$ cat src/icl_defines.svh
`ifndef ICL_DEFINES_SVH
`define ICL_DEFINES_SVH

// ****************************************
// core-facing constants
// ****************************************
`define ICL_PC_W          13
`define ICL_VECTOR_ADDR   13'h0004
`define ICL_RET_OPCODE    14'h0009
`define ICL_RET_CYCLES    2
`define ICL_NUM_SRC       4

// ****************************************
// control register field positions
// ****************************************
`define ICL_GIE_BIT       7
`define ICL_PGE_BIT       6
`define ICL_TMR_IE_BIT    5
`define ICL_EXT_IE_BIT    4
`define ICL_CHG_IE_BIT    3
`define ICL_TMR_IF_BIT    2
`define ICL_EXT_IF_BIT    1
`define ICL_CHG_IF_BIT    0

// ****************************************
// peripheral register field positions
// ****************************************
`define ICL_CMP_BIT       6

// ****************************************
// reset values
// ****************************************
`define ICL_CTL_RST       8'h00
`define ICL_PFLAG_RST     8'h00
`define ICL_PEN_RST       8'h00

`endif

$ cat src/icl_pkg.sv
package icl_pkg;

    // one pulse per source, index order matches the flag vector
    typedef struct packed {
        logic cmp;
        logic chg;
        logic tmr;
        logic ext;
    } icl_evt_t;

    // software write strobe with its byte
    typedef struct packed {
        logic       wr;
        logic [7:0] data;
    } icl_wr_t;

    // sequencer states, gray along idle-req-entry and idle-return
    typedef enum logic [2:0] {
        ICL_IDLE  = 3'b000,
        ICL_REQ   = 3'b001,
        ICL_ENT   = 3'b011,
        ICL_ENT2  = 3'b010,
        ICL_RET1  = 3'b100,
        ICL_RET2  = 3'b101
    } icl_state_t;

endpackage

$ cat src/icl_flag_cell.sv
`timescale 1ns/1ps
`include "icl_defines.svh"

// sticky flag: hardware set beats software clear in the same cycle
module icl_flag_cell (
    // clock and reset
    input  wire logic i_clk,
    input  wire logic i_rst,
    // event and software write
    input  wire logic i_set,
    input  wire logic i_wr,
    input  wire logic i_wdata,
    // flag state
    output logic      o_q
);

    logic q_reg;
    logic q_next;

    // set has priority so a simultaneous event is never lost
    always_comb begin
        q_next = q_reg;
        if (i_wr) begin
            q_next = i_wdata;
        end
        if (i_set) begin
            q_next = 1'b1; // RULE_16
        end
    end

    always_ff @(posedge i_clk or posedge i_rst) begin
        if (i_rst) begin
            q_reg <= 1'b0;
        end else begin
            q_reg <= q_next;
        end
    end

    assign o_q = q_reg;

endmodule // icl_flag_cell

$ cat src/icl_irq_ctrl.sv
`timescale 1ns/1ps
`include "icl_defines.svh"

// Summary of operation
// [RULE_01] four sources: external edge, timer overflow, port-B change, comparator.
// [RULE_02] global enable at control bit 7 passes unmasked requests, else blocks all.
// [RULE_03] every reset clears the global enable.
// [RULE_04] each source has its own enable that alone can mask it.
// [RULE_05] three flags in control register; comparator flag and enable in peripheral regs.
// [RULE_06] flags set on their event regardless of any enable.
// [RULE_07] on entry clear global enable, push return address, jump to 0004h.
// [RULE_08] edge and port-B events reach the vector in three or four cycles.
// [RULE_09] clearing global enable suppresses next-cycle entry, inserts a no-op, keeps pending; the no-op comes only from i_gie_clear, not a register write.
// [RULE_10] service software clears flags before re-enabling, or it re-enters at once.
// [RULE_11] return opcode 0009h, two cycles, pops stack top and sets global enable.
// [RULE_12] only the return address is saved; working and status registers are not.
// [RULE_13] software keeps its working-register save slot mirrored in both banks; the bench stand-in routine keeps no save slot.
// [RULE_14] comparator also needs the peripheral group enable.
// [RULE_15] request is global enable and the OR of enabled flags, peripherals group-gated.
// [RULE_16] written zero clears a flag unless an event arrives in the same cycle.
module icl_irq_ctrl
    import icl_pkg::*;
(
    // clock and reset
    input  wire logic                    i_clk,
    input  wire logic                    i_rst,
    // source events, one cycle pulses
    input  wire icl_evt_t                i_evt,
    // software register writes
    input  wire icl_wr_t                 i_ctl_wr,
    input  wire icl_wr_t                 i_pflag_wr,
    input  wire icl_wr_t                 i_pen_wr,
    // core sequencer
    input  wire logic                    i_op_valid,
    input  wire logic [13:0]             i_opcode,
    input  wire logic                    i_gie_clear,
    input  wire logic [`ICL_PC_W-1:0]    i_ret_addr,
    // register views
    output logic [7:0]                   o_irq_control_reg,
    output logic [7:0]                   o_periph_flag_reg,
    output logic [7:0]                   o_periph_enable_reg,
    // core control
    output logic                         o_irq_req,
    output logic                         o_vector_load,
    output logic [`ICL_PC_W-1:0]         o_vector_addr,
    output logic                         o_stack_push,
    output logic [`ICL_PC_W-1:0]         o_push_addr,
    output logic                         o_stack_pop,
    output logic                         o_insert_nop
);

    // ****************************************
    // flags
    // ****************************************
    logic [`ICL_NUM_SRC-1:0] flag_q;
    logic [`ICL_NUM_SRC-1:0] flag_set;
    logic [`ICL_NUM_SRC-1:0] flag_wr;
    logic [`ICL_NUM_SRC-1:0] flag_wd;

    // index 0 ext, 1 tmr, 2 chg, 3 cmp
    assign flag_set = {i_evt.cmp, i_evt.chg, i_evt.tmr, i_evt.ext}; // RULE_01
    assign flag_wr  = {i_pflag_wr.wr, {3{i_ctl_wr.wr}}};
    assign flag_wd  = {i_pflag_wr.data[`ICL_CMP_BIT],
                       i_ctl_wr.data[`ICL_CHG_IF_BIT],
                       i_ctl_wr.data[`ICL_TMR_IF_BIT],
                       i_ctl_wr.data[`ICL_EXT_IF_BIT]}; // RULE_05

    // flags set whatever the enables say
    genvar gi;
    generate
        for (gi = 0; gi < `ICL_NUM_SRC; gi++) begin : g_flag
            icl_flag_cell u_cell (
                .i_clk   (i_clk),
                .i_rst   (i_rst),
                .i_set   (flag_set[gi]), // RULE_06
                .i_wr    (flag_wr[gi]),
                .i_wdata (flag_wd[gi]),
                .o_q     (flag_q[gi])
            );
        end
    endgenerate

    // ****************************************
    // enables
    // ****************************************
    logic       gie_reg;
    logic       gie_next;
    logic [2:0] en_reg;
    logic [2:0] en_next;
    logic       pge_reg;
    logic       pge_next;
    logic       cmp_en_reg;
    logic       cmp_en_next;

    // ****************************************
    // request and sequencer
    // ****************************************
    icl_state_t             state_reg;
    icl_state_t             state_next;
    logic                   req_comb;
    logic                   gie_clear_evt;
    logic                   ret_op;
    logic                   irq_req_reg;
    logic                   vec_reg;
    logic [`ICL_PC_W-1:0]   vaddr_reg;
    logic                   push_reg;
    logic [`ICL_PC_W-1:0]   paddr_reg;
    logic                   pop_reg;
    logic                   nop_reg;

    // peripheral group needs its own gate on top of the source enable
    assign req_comb = gie_reg & (|(flag_q[2:0] & en_reg) // RULE_15
                      | (flag_q[3] & cmp_en_reg & pge_reg)); // RULE_14

    // an instruction or a register write may drop the global enable
    assign gie_clear_evt = i_gie_clear | (i_ctl_wr.wr & ~i_ctl_wr.data[`ICL_GIE_BIT]);
    assign ret_op = i_op_valid & (i_opcode == `ICL_RET_OPCODE); // RULE_11

    // next state; a request lost to a clear stays in its flag
    always_comb begin
        state_next = state_reg;
        case (state_reg)
            ICL_IDLE: begin
                if (ret_op) begin
                    state_next = ICL_RET1;
                end else if (req_comb && !gie_clear_evt) begin
                    state_next = ICL_REQ; // RULE_08
                end
            end
            ICL_REQ: begin
                if (gie_clear_evt || !req_comb) begin
                    state_next = ICL_IDLE; // RULE_09
                end else begin
                    state_next = ICL_ENT; // RULE_08
                end
            end
            ICL_ENT:  state_next = ICL_ENT2;
            ICL_ENT2: state_next = ICL_IDLE;
            ICL_RET1: state_next = ICL_RET2;
            ICL_RET2: state_next = ICL_IDLE;
            default:  state_next = ICL_IDLE;
        endcase
    end

    // enable bits; sequencer effects override software writes
    always_comb begin
        gie_next    = gie_reg;
        en_next     = en_reg;
        pge_next    = pge_reg;
        cmp_en_next = cmp_en_reg;
        if (i_ctl_wr.wr) begin
            gie_next = i_ctl_wr.data[`ICL_GIE_BIT];
            pge_next = i_ctl_wr.data[`ICL_PGE_BIT];
            en_next  = {i_ctl_wr.data[`ICL_CHG_IE_BIT],
                        i_ctl_wr.data[`ICL_TMR_IE_BIT],
                        i_ctl_wr.data[`ICL_EXT_IE_BIT]}; // RULE_04
        end
        if (i_pen_wr.wr) begin
            cmp_en_next = i_pen_wr.data[`ICL_CMP_BIT]; // RULE_05
        end
        if (i_gie_clear) begin
            gie_next = 1'b0; // RULE_09
        end
        if (state_next == ICL_RET2) begin
            gie_next = 1'b1; // RULE_11
        end
        if (state_next == ICL_ENT) begin
            gie_next = 1'b0; // RULE_07
        end
    end

    always_ff @(posedge i_clk or posedge i_rst) begin
        if (i_rst) begin
            gie_reg    <= 1'b0; // RULE_03
            en_reg     <= 3'h0;
            pge_reg    <= 1'b0;
            cmp_en_reg <= 1'b0;
        end else begin
            gie_reg    <= gie_next;
            en_reg     <= en_next;
            pge_reg    <= pge_next;
            cmp_en_reg <= cmp_en_next;
        end
    end

    // core strobes registered so every output leaves a flop
    always_ff @(posedge i_clk or posedge i_rst) begin
        if (i_rst) begin
            state_reg   <= ICL_IDLE;
            irq_req_reg <= 1'b0;
            vec_reg     <= 1'b0;
            vaddr_reg   <= {`ICL_PC_W{1'b0}};
            push_reg    <= 1'b0;
            paddr_reg   <= {`ICL_PC_W{1'b0}};
            pop_reg     <= 1'b0;
            nop_reg     <= 1'b0;
        end else begin
            state_reg   <= state_next;
            irq_req_reg <= req_comb & ~gie_clear_evt; // RULE_02
            vec_reg     <= (state_next == ICL_ENT);
            vaddr_reg   <= `ICL_VECTOR_ADDR; // RULE_07
            push_reg    <= (state_next == ICL_ENT);
            // only the program counter is saved, nothing else
            paddr_reg   <= (state_next == ICL_ENT) ? i_ret_addr : paddr_reg; // RULE_12
            pop_reg     <= (state_next == ICL_RET1); // RULE_11
            nop_reg     <= i_gie_clear & gie_reg; // RULE_09
        end
    end

    // ****************************************
    // outputs
    // ****************************************
    assign o_irq_control_reg   = {gie_reg, pge_reg, en_reg[1], en_reg[0], en_reg[2],
                                  flag_q[1], flag_q[0], flag_q[2]};
    assign o_periph_flag_reg   = {1'b0, flag_q[3], 6'h00};
    assign o_periph_enable_reg = {1'b0, cmp_en_reg, 6'h00};
    assign o_irq_req           = irq_req_reg;
    assign o_vector_load       = vec_reg;
    assign o_vector_addr       = vaddr_reg;
    assign o_stack_push        = push_reg;
    assign o_push_addr         = paddr_reg;
    assign o_stack_pop         = pop_reg;
    assign o_insert_nop        = nop_reg;

    // ****************************************
    // assertions
    // ****************************************
    property p_vec_entry;
        @(posedge i_clk) disable iff (i_rst)
        o_vector_load |-> (o_vector_addr == `ICL_VECTOR_ADDR) && o_stack_push && !gie_reg;
    endproperty
    a_vec_entry: assert property (p_vec_entry) else $error("bad vector entry"); // RULE_07

    property p_push_addr;
        @(posedge i_clk) disable iff (i_rst)
        o_stack_push |-> (o_push_addr == $past(i_ret_addr));
    endproperty
    a_push_addr: assert property (p_push_addr) else $error("wrong return address"); // RULE_12

    property p_ret_gie;
        @(posedge i_clk) disable iff (i_rst)
        o_stack_pop |=> gie_reg && !o_stack_pop;
    endproperty
    a_ret_gie: assert property (p_ret_gie) else $error("return did not enable"); // RULE_11

    property p_nop;
        @(posedge i_clk) disable iff (i_rst)
        o_insert_nop |-> !o_vector_load && !gie_reg ##1 !o_vector_load;
    endproperty
    a_nop: assert property (p_nop) else $error("entry after global clear"); // RULE_09

    property p_flag_set;
        @(posedge i_clk) disable iff (i_rst)
        (i_evt.ext && i_ctl_wr.wr && !i_ctl_wr.data[`ICL_EXT_IF_BIT])
            |=> o_irq_control_reg[`ICL_EXT_IF_BIT];
    endproperty
    a_flag_set: assert property (p_flag_set) else $error("event lost to clear"); // RULE_16

    property p_cmp_flag;
        @(posedge i_clk) disable iff (i_rst)
        i_evt.cmp |=> o_periph_flag_reg[`ICL_CMP_BIT];
    endproperty
    a_cmp_flag: assert property (p_cmp_flag) else $error("comparator flag missed"); // RULE_06

    // counted from the pin event itself, so a slow sequencer cannot hide
    property p_latency;
        @(posedge i_clk) disable iff (i_rst)
        (i_evt.ext && gie_reg && en_reg[0] && !req_comb && state_reg == ICL_IDLE
            && !i_ctl_wr.wr && !ret_op && !i_gie_clear)
            ##1 (!gie_clear_evt && !ret_op) ##1 !gie_clear_evt |=> o_vector_load;
    endproperty
    a_latency: assert property (p_latency) else $error("entry late"); // RULE_08

    property p_gie_block;
        @(posedge i_clk) disable iff (i_rst)
        !gie_reg |=> !o_irq_req;
    endproperty
    a_gie_block: assert property (p_gie_block) else $error("request without enable"); // RULE_02

    property p_masked;
        @(posedge i_clk) disable iff (i_rst)
        ((flag_q[2:0] & en_reg) == 3'h0 && !(flag_q[3] && cmp_en_reg)) |=> !o_irq_req;
    endproperty
    a_masked: assert property (p_masked) else $error("masked source requested"); // RULE_04

    property p_group;
        @(posedge i_clk) disable iff (i_rst)
        ((flag_q[2:0] & en_reg) == 3'h0 && !pge_reg) |=> !o_irq_req;
    endproperty
    a_group: assert property (p_group) else $error("group gate ignored"); // RULE_14

    c_entry:  cover property (@(posedge i_clk) disable iff (i_rst) o_vector_load);
    c_return: cover property (@(posedge i_clk) disable iff (i_rst) o_stack_pop ##1 gie_reg);
    c_nop:    cover property (@(posedge i_clk) disable iff (i_rst) o_insert_nop && flag_q != 4'h0);
    c_cmp:    cover property (@(posedge i_clk) disable iff (i_rst) o_irq_req && flag_q[3]);

endmodule // icl_irq_ctrl

$ cat config.mk
export PLATFORM = sky130hd
export DESIGN_NAME = icl_irq_ctrl
export DESIGN_NICKNAME = d
export VERILOG_FILES = /design/src/icl_pkg.sv /design/src/icl_flag_cell.sv /design/src/icl_irq_ctrl.sv
export VERILOG_INCLUDE_DIRS = /design/src
export SDC_FILE = /design/constraint.sdc
export NUM_CORES = 1
export LEC_CHECK = 0
export BUFFER_PORTS_ARGS = -buffer_cell sky130_fd_sc_hd__buf_2
export CORE_AREA = 2 2 66 68
export CTS_CLUSTER_DIAMETER = 120
export DETAILED_ROUTE_END_ITERATION = 10
export DIE_AREA = 0 0 68 70
export PLACE_DENSITY = 0.8
export RECOVER_POWER = 50
export SLEW_MARGIN = 20
export SYNTH_ARGS = -nofsm -noshare
export SYNTH_HDL_FRONTEND = slang
export SYNTH_SLANG_ARGS = --single-unit
$ cat constraint.sdc
create_clock -name i_clk -period 2.1 [get_ports i_clk]
set_clock_uncertainty 0.2 [all_clocks]
set_input_delay 0.42 -clock i_clk [delete_from_list [all_inputs] [get_ports i_clk]]
set_output_delay 0.42 -clock i_clk [all_outputs]
set_load 0.01 [all_outputs]
Word-level counts from Yosys, hierarchy flattened
Cells that the tools add are included.
- register bits: 31
- bits in latches: 0
- bits in writable memories: 0
- ROM bits: 0
- input bits: 62
- output and inout port bits: 55
- logic and storage cells: 61
- memories kept: 0
- add/sub/neg operators: 0
- multiply operators: 0
- div/mod/pow operators: 0
- magnitude comparators: 0
- equal/unequal tests: 7
- shifts and indexed selects: 0
- multiplexer cells: 16
- bitwise logic cells: 12
- reductions and logical operators: 11
- operator list (kind ; count):
    equality test 14 x 4 -> 1 bit, second input constant ; 1
    two-way mux 1 bit ; 12
    case mux 3 bit (4 select lines) ; 1
    equality test 3 bit, second input constant ; 3
    nonzero test 2 bit ; 4
    AND 1 bit ; 7
    equality test 3 x 2 -> 1 bit, second input constant ; 2
    two-way mux 3 bit ; 2
    nonzero test 4 bit ; 1
    AND 3 bit ; 1
    equality test 3 x 1 -> 1 bit, second input constant ; 1
    zero test 3 bit ; 1
    OR reduction 3 bit ; 1
    zero test 1 bit ; 2
    two-way mux 2 bit ; 1
    inverter 1 bit ; 2
    OR 1 bit ; 2
    logical AND 1 bit ; 1
    logical OR 1 bit ; 1

Longest topological paths before layout
- depth in word-level cells: 11
- depth in mapped cells: 5
- depth with buffers taken out: 4

Hierarchy
Synthesis repeated with hierarchy kept, for this count alone.
- cells, all modules: 122
- area, all modules: 1549.0 um^2
- by module, submodules not included (module ; times used ; cells each ; area each (um^2)):
    icl_irq_ctrl ; 1 ; 106 ; 1373.8
    icl_flag_cell ; 4 ; 4 ; 43.8

Worst setup path before layout
Ideal clock, no wire load.
- path kind: register to register
- start point: register en_reg[0]
- end point: register paddr_reg[0], in the netlist o_push_addr[0]
- setup time: 125 ps
- data arrival time: 1624 ps
- required time: 1775 ps
- path slack: 151 ps
- stages on the path, launching flop included: 6
- path buffers: 1
- cell sequence: dfrtp_1 a222oi_1 a2111oi_4 nand3_4 buf_6 mux2_4
- longest elaborated chain between the ends: 9
- elaborated cells on any way between the ends: 12
- classes of those cells: eq/ne (1); mux (4); bitwise (3); reduce/logical (4)
- ends and longest elaborated chain (item ; line ; text):
    start: declaration ; icl_irq_ctrl.sv:88 ; logic [2:0] en_reg;
    start signal: assignment ; icl_irq_ctrl.sv:180 ; en_reg <= en_next;
    AND 3 bit (*) ; icl_irq_ctrl.sv:112 ; assign req_comb = gie_reg & (|(flag_q[2:0] & en_reg)
    OR reduction 3 bit (*) ; icl_irq_ctrl.sv:112 ;
    OR 1 bit (*) ; icl_irq_ctrl.sv:113 ; | (flag_q[3] & cmp_en_reg & pge_reg));
    AND 1 bit (*) ; icl_irq_ctrl.sv:112 ;
    logical AND 1 bit or zero test 1 bit (tied branches) ; icl_irq_ctrl.sv:126, icl_irq_ctrl.sv:131 ;
    two-way mux 3 bit or logical OR 1 bit (tied branches) ; icl_irq_ctrl.sv:126, icl_irq_ctrl.sv:131 ;
    two-way mux 3 bit or two-way mux 2 bit (tied branches) ; icl_irq_ctrl.sv:124, icl_irq_ctrl.sv:131 ;
    case mux 3 bit (4 select lines) (*) ; icl_irq_ctrl.sv:122 ; case (state_reg)
    equality test 3 x 2 -> 1 bit (*) ; icl_irq_ctrl.sv:204 ; paddr_reg <= (state_next == ICL_ENT) ? i_ret_addr : paddr_reg;
    end signal: assignment ; icl_irq_ctrl.sv:194 ; paddr_reg <= {`ICL_PC_W{1'b0}};
    end signal: assignment ; icl_irq_ctrl.sv:204 ;
    end: declaration ; icl_irq_ctrl.sv:107 ; logic [`ICL_PC_W-1:0] paddr_reg;
Every way passes the cells marked *; elsewhere a longest branch is shown, timed or not.
A chain may end at the register's enable or synchronous reset.

Final worst setup path
- start point: register g_flag[0].u_cell.q_reg
- end point: register paddr_reg[3], in the netlist o_push_addr[3]
- longest elaborated chain between the ends: 9
- elaborated cells on any way between the ends: 12
- classes of those cells: eq/ne (1); mux (4); bitwise (3); reduce/logical (4)
- ends and longest elaborated chain (item ; line ; text):
    start: declaration ; icl_flag_cell.sv:17 ; logic q_reg;
    start signal: assignment ; icl_flag_cell.sv:35 ; q_reg <= q_next;
    AND 3 bit (*) ; icl_irq_ctrl.sv:112 ;
    OR reduction 3 bit (*) ; icl_irq_ctrl.sv:112 ;
    OR 1 bit (*) ; icl_irq_ctrl.sv:113 ;
    AND 1 bit (*) ; icl_irq_ctrl.sv:112 ;
    logical AND 1 bit or zero test 1 bit (tied branches) ; icl_irq_ctrl.sv:126, icl_irq_ctrl.sv:131 ;
    two-way mux 3 bit or logical OR 1 bit (tied branches) ; icl_irq_ctrl.sv:126, icl_irq_ctrl.sv:131 ;
    two-way mux 3 bit or two-way mux 2 bit (tied branches) ; icl_irq_ctrl.sv:124, icl_irq_ctrl.sv:131 ;
    case mux 3 bit (4 select lines) (*) ; icl_irq_ctrl.sv:122 ;
    equality test 3 x 2 -> 1 bit (*) ; icl_irq_ctrl.sv:204 ;
Marks and branches as above.

==> results.ini <==
[finish]
layout.filler_cells=401
antenna_cells=0
fin_area_um2=1950
layout_cells_sized_above_1_pct=52.5
area_growth_syn_to_fin_pct=25.9
largest_reg_flops=13
final_nets=259

[worst_setup_path]
timing.critical_path.slowest_stage_cell=sky130_fd_sc_hd__a222oi_1
worst_r2r_startpoint=g_flag[0].u_cell.o_q
buf_inv_stages_crit_path=0
worst_setup_path_end_kind=flop
crit_fanout=14
critPathRequiredTime_ns=2.06
regToRegSetupSlack_ns=0.09
r2r_end=o_push_addr[3]
cpPeakStageDelay_ns=0.49
critical_path_class=flop to flop
crit_path_cell_trace=a222oi_1, a2111oi_4, nand3_4, mux2_2
worst_path_dominant_cell_family=compound AO/OA/AOI/OAI gates
crit_start=g_flag[0].u_cell.o_q
setup.worst_path.start_class=flop
setup.worst_path.end=o_push_addr[3]
number_of_gates_on_the_worst_path_with_buffers_counted=4
rr_worst_depth=4
worstPathArrival_ns=1.98

[flow_run]
drv_cap=0

[clock_tree]
ctsRootBufferMaster=sky130_fd_sc_hd__clkbuf_8
clock_buffer_count_from_cts=5
tritoncts=done
ctsHtreeMaxLevel=2
clock_insertion_delay_worst_skew_ns=0.28
clock_path_buffers=2
cts_hold_buffers=0
cts.clk_slew.worst_paths_ns=0.06
clock_sinks=31
gates_resized_cts_repair=0
postCtsSetupBuffers=0

[timing]
timing.final.crit_share_pct=95.8
tightestPinTransition_ns=0.764
finalHoldViolations=0
totalNegativeSetupSlack_ns=0
period_needed_ns=2.01
achievable-frequency_ghz=0.497
maxSlewViolCount=0
slew_headroom_pct=49.0
grt_setup_unrepaired=no
setup_viol_count_final=0

[die]
die_w_um=68
row_count=24
coreArea_um2=4140
boundaryPins=117
die_area_um2=4760
initial_utilization_pct=37.4
dieHeight_um=70

[placement]
placed_cell_area_um2=1850
hpwlAfterDp_mm=2.14
port-buffer-count=76
gp_routability_congestion=0.682

[logic_synthesis]
synth-seq-cells=31
synth_cell_type_count=26
post_synth_main_area_contributors=sky130_fd_sc_hd__dfrtp_1 50%, sky130_fd_sc_hd__buf_4 16%, sky130_fd_sc_hd__mux2_4 7.7%
mappedNetlistArea_um2=1550
syn_area_per_cell_um2=12.7
synth_top_area_cell=sky130_fd_sc_hd__dfrtp_1
synth_cells=122
synth.yosys.seq_area_share_pct=50.0
synth_edf_count=0
synth_async_sr_flop_share_pct=100
post-synth-top-area-fraction_pct=50.0
ys_warn_count=0
synth_ff_type=sky130_fd_sc_hd__dfrtp_1

[global_route]
overflow=0
grt_antenna_before_repair=0
grt_start_max_net_pins=32
globalRouteTotalUtil_pct=11.5
number_of_global_route_vias_before_repair=988
busiest_layer=met2
gr-usage-met3_pct=2.90
groute.layer.met2.usage_pct=18.8
grt_util_met1_pct=13.5
grt_pass1_wl_mm=4.13

[routing]
drt_drc_violations_left=0
detail_route.wirelength_mm=2.73
via_per_inst=4.31
drtIter0Drc=24
drt_first_pass_iters=4
drtAntennaViolNets=0
routed_wire_length_per_instance_um=10.9
via_count=1077

[power_and_ir_drop]
power.static_leakage_nw=1.09
vdd_drop_max_mv=0.469
power-per-cell-area_nw_per_um2=851

[outcome]
status=finished clean

[hold_path]
worst_hold_path_type=input pin to flop

report_power, final:
group / internal, mW / leakage [nW] / switching [mW]
sequential: 0.683 / 0.395 / 0.0491
clock: 0.383 / 0.0612 / 0.212
combinational: 0.180 / 0.632 / 0.154
total: 1.25 / 1.09 / 0.415
cell usage in the layout, fill, tap and decap left out:
master	count
sky130_fd_sc_hd__mux2_2	10
sky130_fd_sc_hd__clkbuf_1	5
sky130_fd_sc_hd__mux2i_1	1
sky130_fd_sc_hd__clkbuf_2	1
sky130_fd_sc_hd__and2_0	1
sky130_fd_sc_hd__inv_1	4
sky130_fd_sc_hd__buf_4	2
sky130_fd_sc_hd__nor4bb_1	1
sky130_fd_sc_hd__nor4_1	2
sky130_fd_sc_hd__o211a_1	1
sky130_fd_sc_hd__a211oi_1	1
sky130_fd_sc_hd__bufinv_16	1
sky130_fd_sc_hd__nor3_1	3
sky130_fd_sc_hd__nand3_4	1
sky130_fd_sc_hd__buf_2	72
sky130_fd_sc_hd__nand3_2	1
sky130_fd_sc_hd__a2111oi_0	1
sky130_fd_sc_hd__mux2_4	8
sky130_fd_sc_hd__nand4_1	1
sky130_fd_sc_hd__conb_1	27
sky130_fd_sc_hd__clkinv_2	1
sky130_fd_sc_hd__a2111oi_4	1
sky130_fd_sc_hd__nor4b_1	1
sky130_fd_sc_hd__a222oi_1	1
sky130_fd_sc_hd__clkbuf_8	6
sky130_fd_sc_hd__nor2b_1	5
sky130_fd_sc_hd__o21a_1	1
sky130_fd_sc_hd__a211o_1	4
sky130_fd_sc_hd__dfrtp_1	31
sky130_fd_sc_hd__nor2_1	3
through the flow:
stage	util (%)	hold slack [ns]	instances	setup slack, ns	power, mW
2_1_floorplan	-	0.288	147	0.151	0.980
3_3_place_gp	44.5	0.284	242	0.0238	1.07
3_5_place_dp	44.5	0.289	242	0.0129	1.08
4_1_cts	47.4	0.0204	250	0.0589	1.69
5_1_grt	47.1	0.137	250	0.0293	1.75
6_report	47.1	0.129	250	0.0873	1.66
how the worst min path moves through the flow:
| stage | cells after the start | end | slack (ns) | from |
|---|---|---|---|---|
| after floorplan | 1 | o_stack_pop | 0.29 | state_reg[2] |
| final | 2 | g_flag[1].u_cell.o_q | 0.13 | i_evt[1] |
| after detailed placement | 1 | o_push_addr[4] | 0.29 | o_push_addr[4] |
| after global routing | 2 | g_flag[2].u_cell.o_q | 0.14 | i_evt[2] |
| after CTS | 3 | o_push_addr[8] | 0.02 | i_rst |
| after global placement | 1 | o_push_addr[3] | 0.28 | o_push_addr[3] |
final cells by class:
cell class | instances | area (um2) | area share, %
Clock buffer | 6 | 82.6 | 4.23
Clock inverter | 2 | 35.0 | 1.79
Inverter | 4 | 15.0 | 0.769
Multi-Input combinational cell | 75 | 579 | 29.7
Sequential cell | 31 | 776 | 39.7
Tap cell | 52 | 65.1 | 3.33
Timing Repair Buffer | 80 | 399 | 20.4
per-layer routing:
layer,part of all wire (%),up-vias
li1,-,506
met1,39,504
met2,50,63
met3,9.7,4
met4,1.5,0
met5,0,-
cells in the mapped netlist, types with 2 or more instances:
library cell and n:
sky130_fd_sc_hd__buf_4 34, sky130_fd_sc_hd__dfrtp_1 31, sky130_fd_sc_hd__mux2_2 10, sky130_fd_sc_hd__mux2_4 8, sky130_fd_sc_hd__nor2b_1 5, sky130_fd_sc_hd__a211o_1 4
sky130_fd_sc_hd__inv_1 4, sky130_fd_sc_hd__nor2_1 3, sky130_fd_sc_hd__nor3_1 3, sky130_fd_sc_hd__clkbuf_1 2, sky130_fd_sc_hd__conb_1 2, sky130_fd_sc_hd__nor4_1 2
cells by family after synthesis:
| logic type | Yosys count | synth area share (%) |
|---|---|---|
| compound gates | 10 | 6.86 |
| buf+inv | 41 | 18.6 |
| flops | 31 | 50.0 |
| mux | 19 | 15.7 |
| other cells | 2 | 0.484 |
| simple gates | 19 | 8.31 |
No activity file was read; power rests on OpenSTA's default activity.
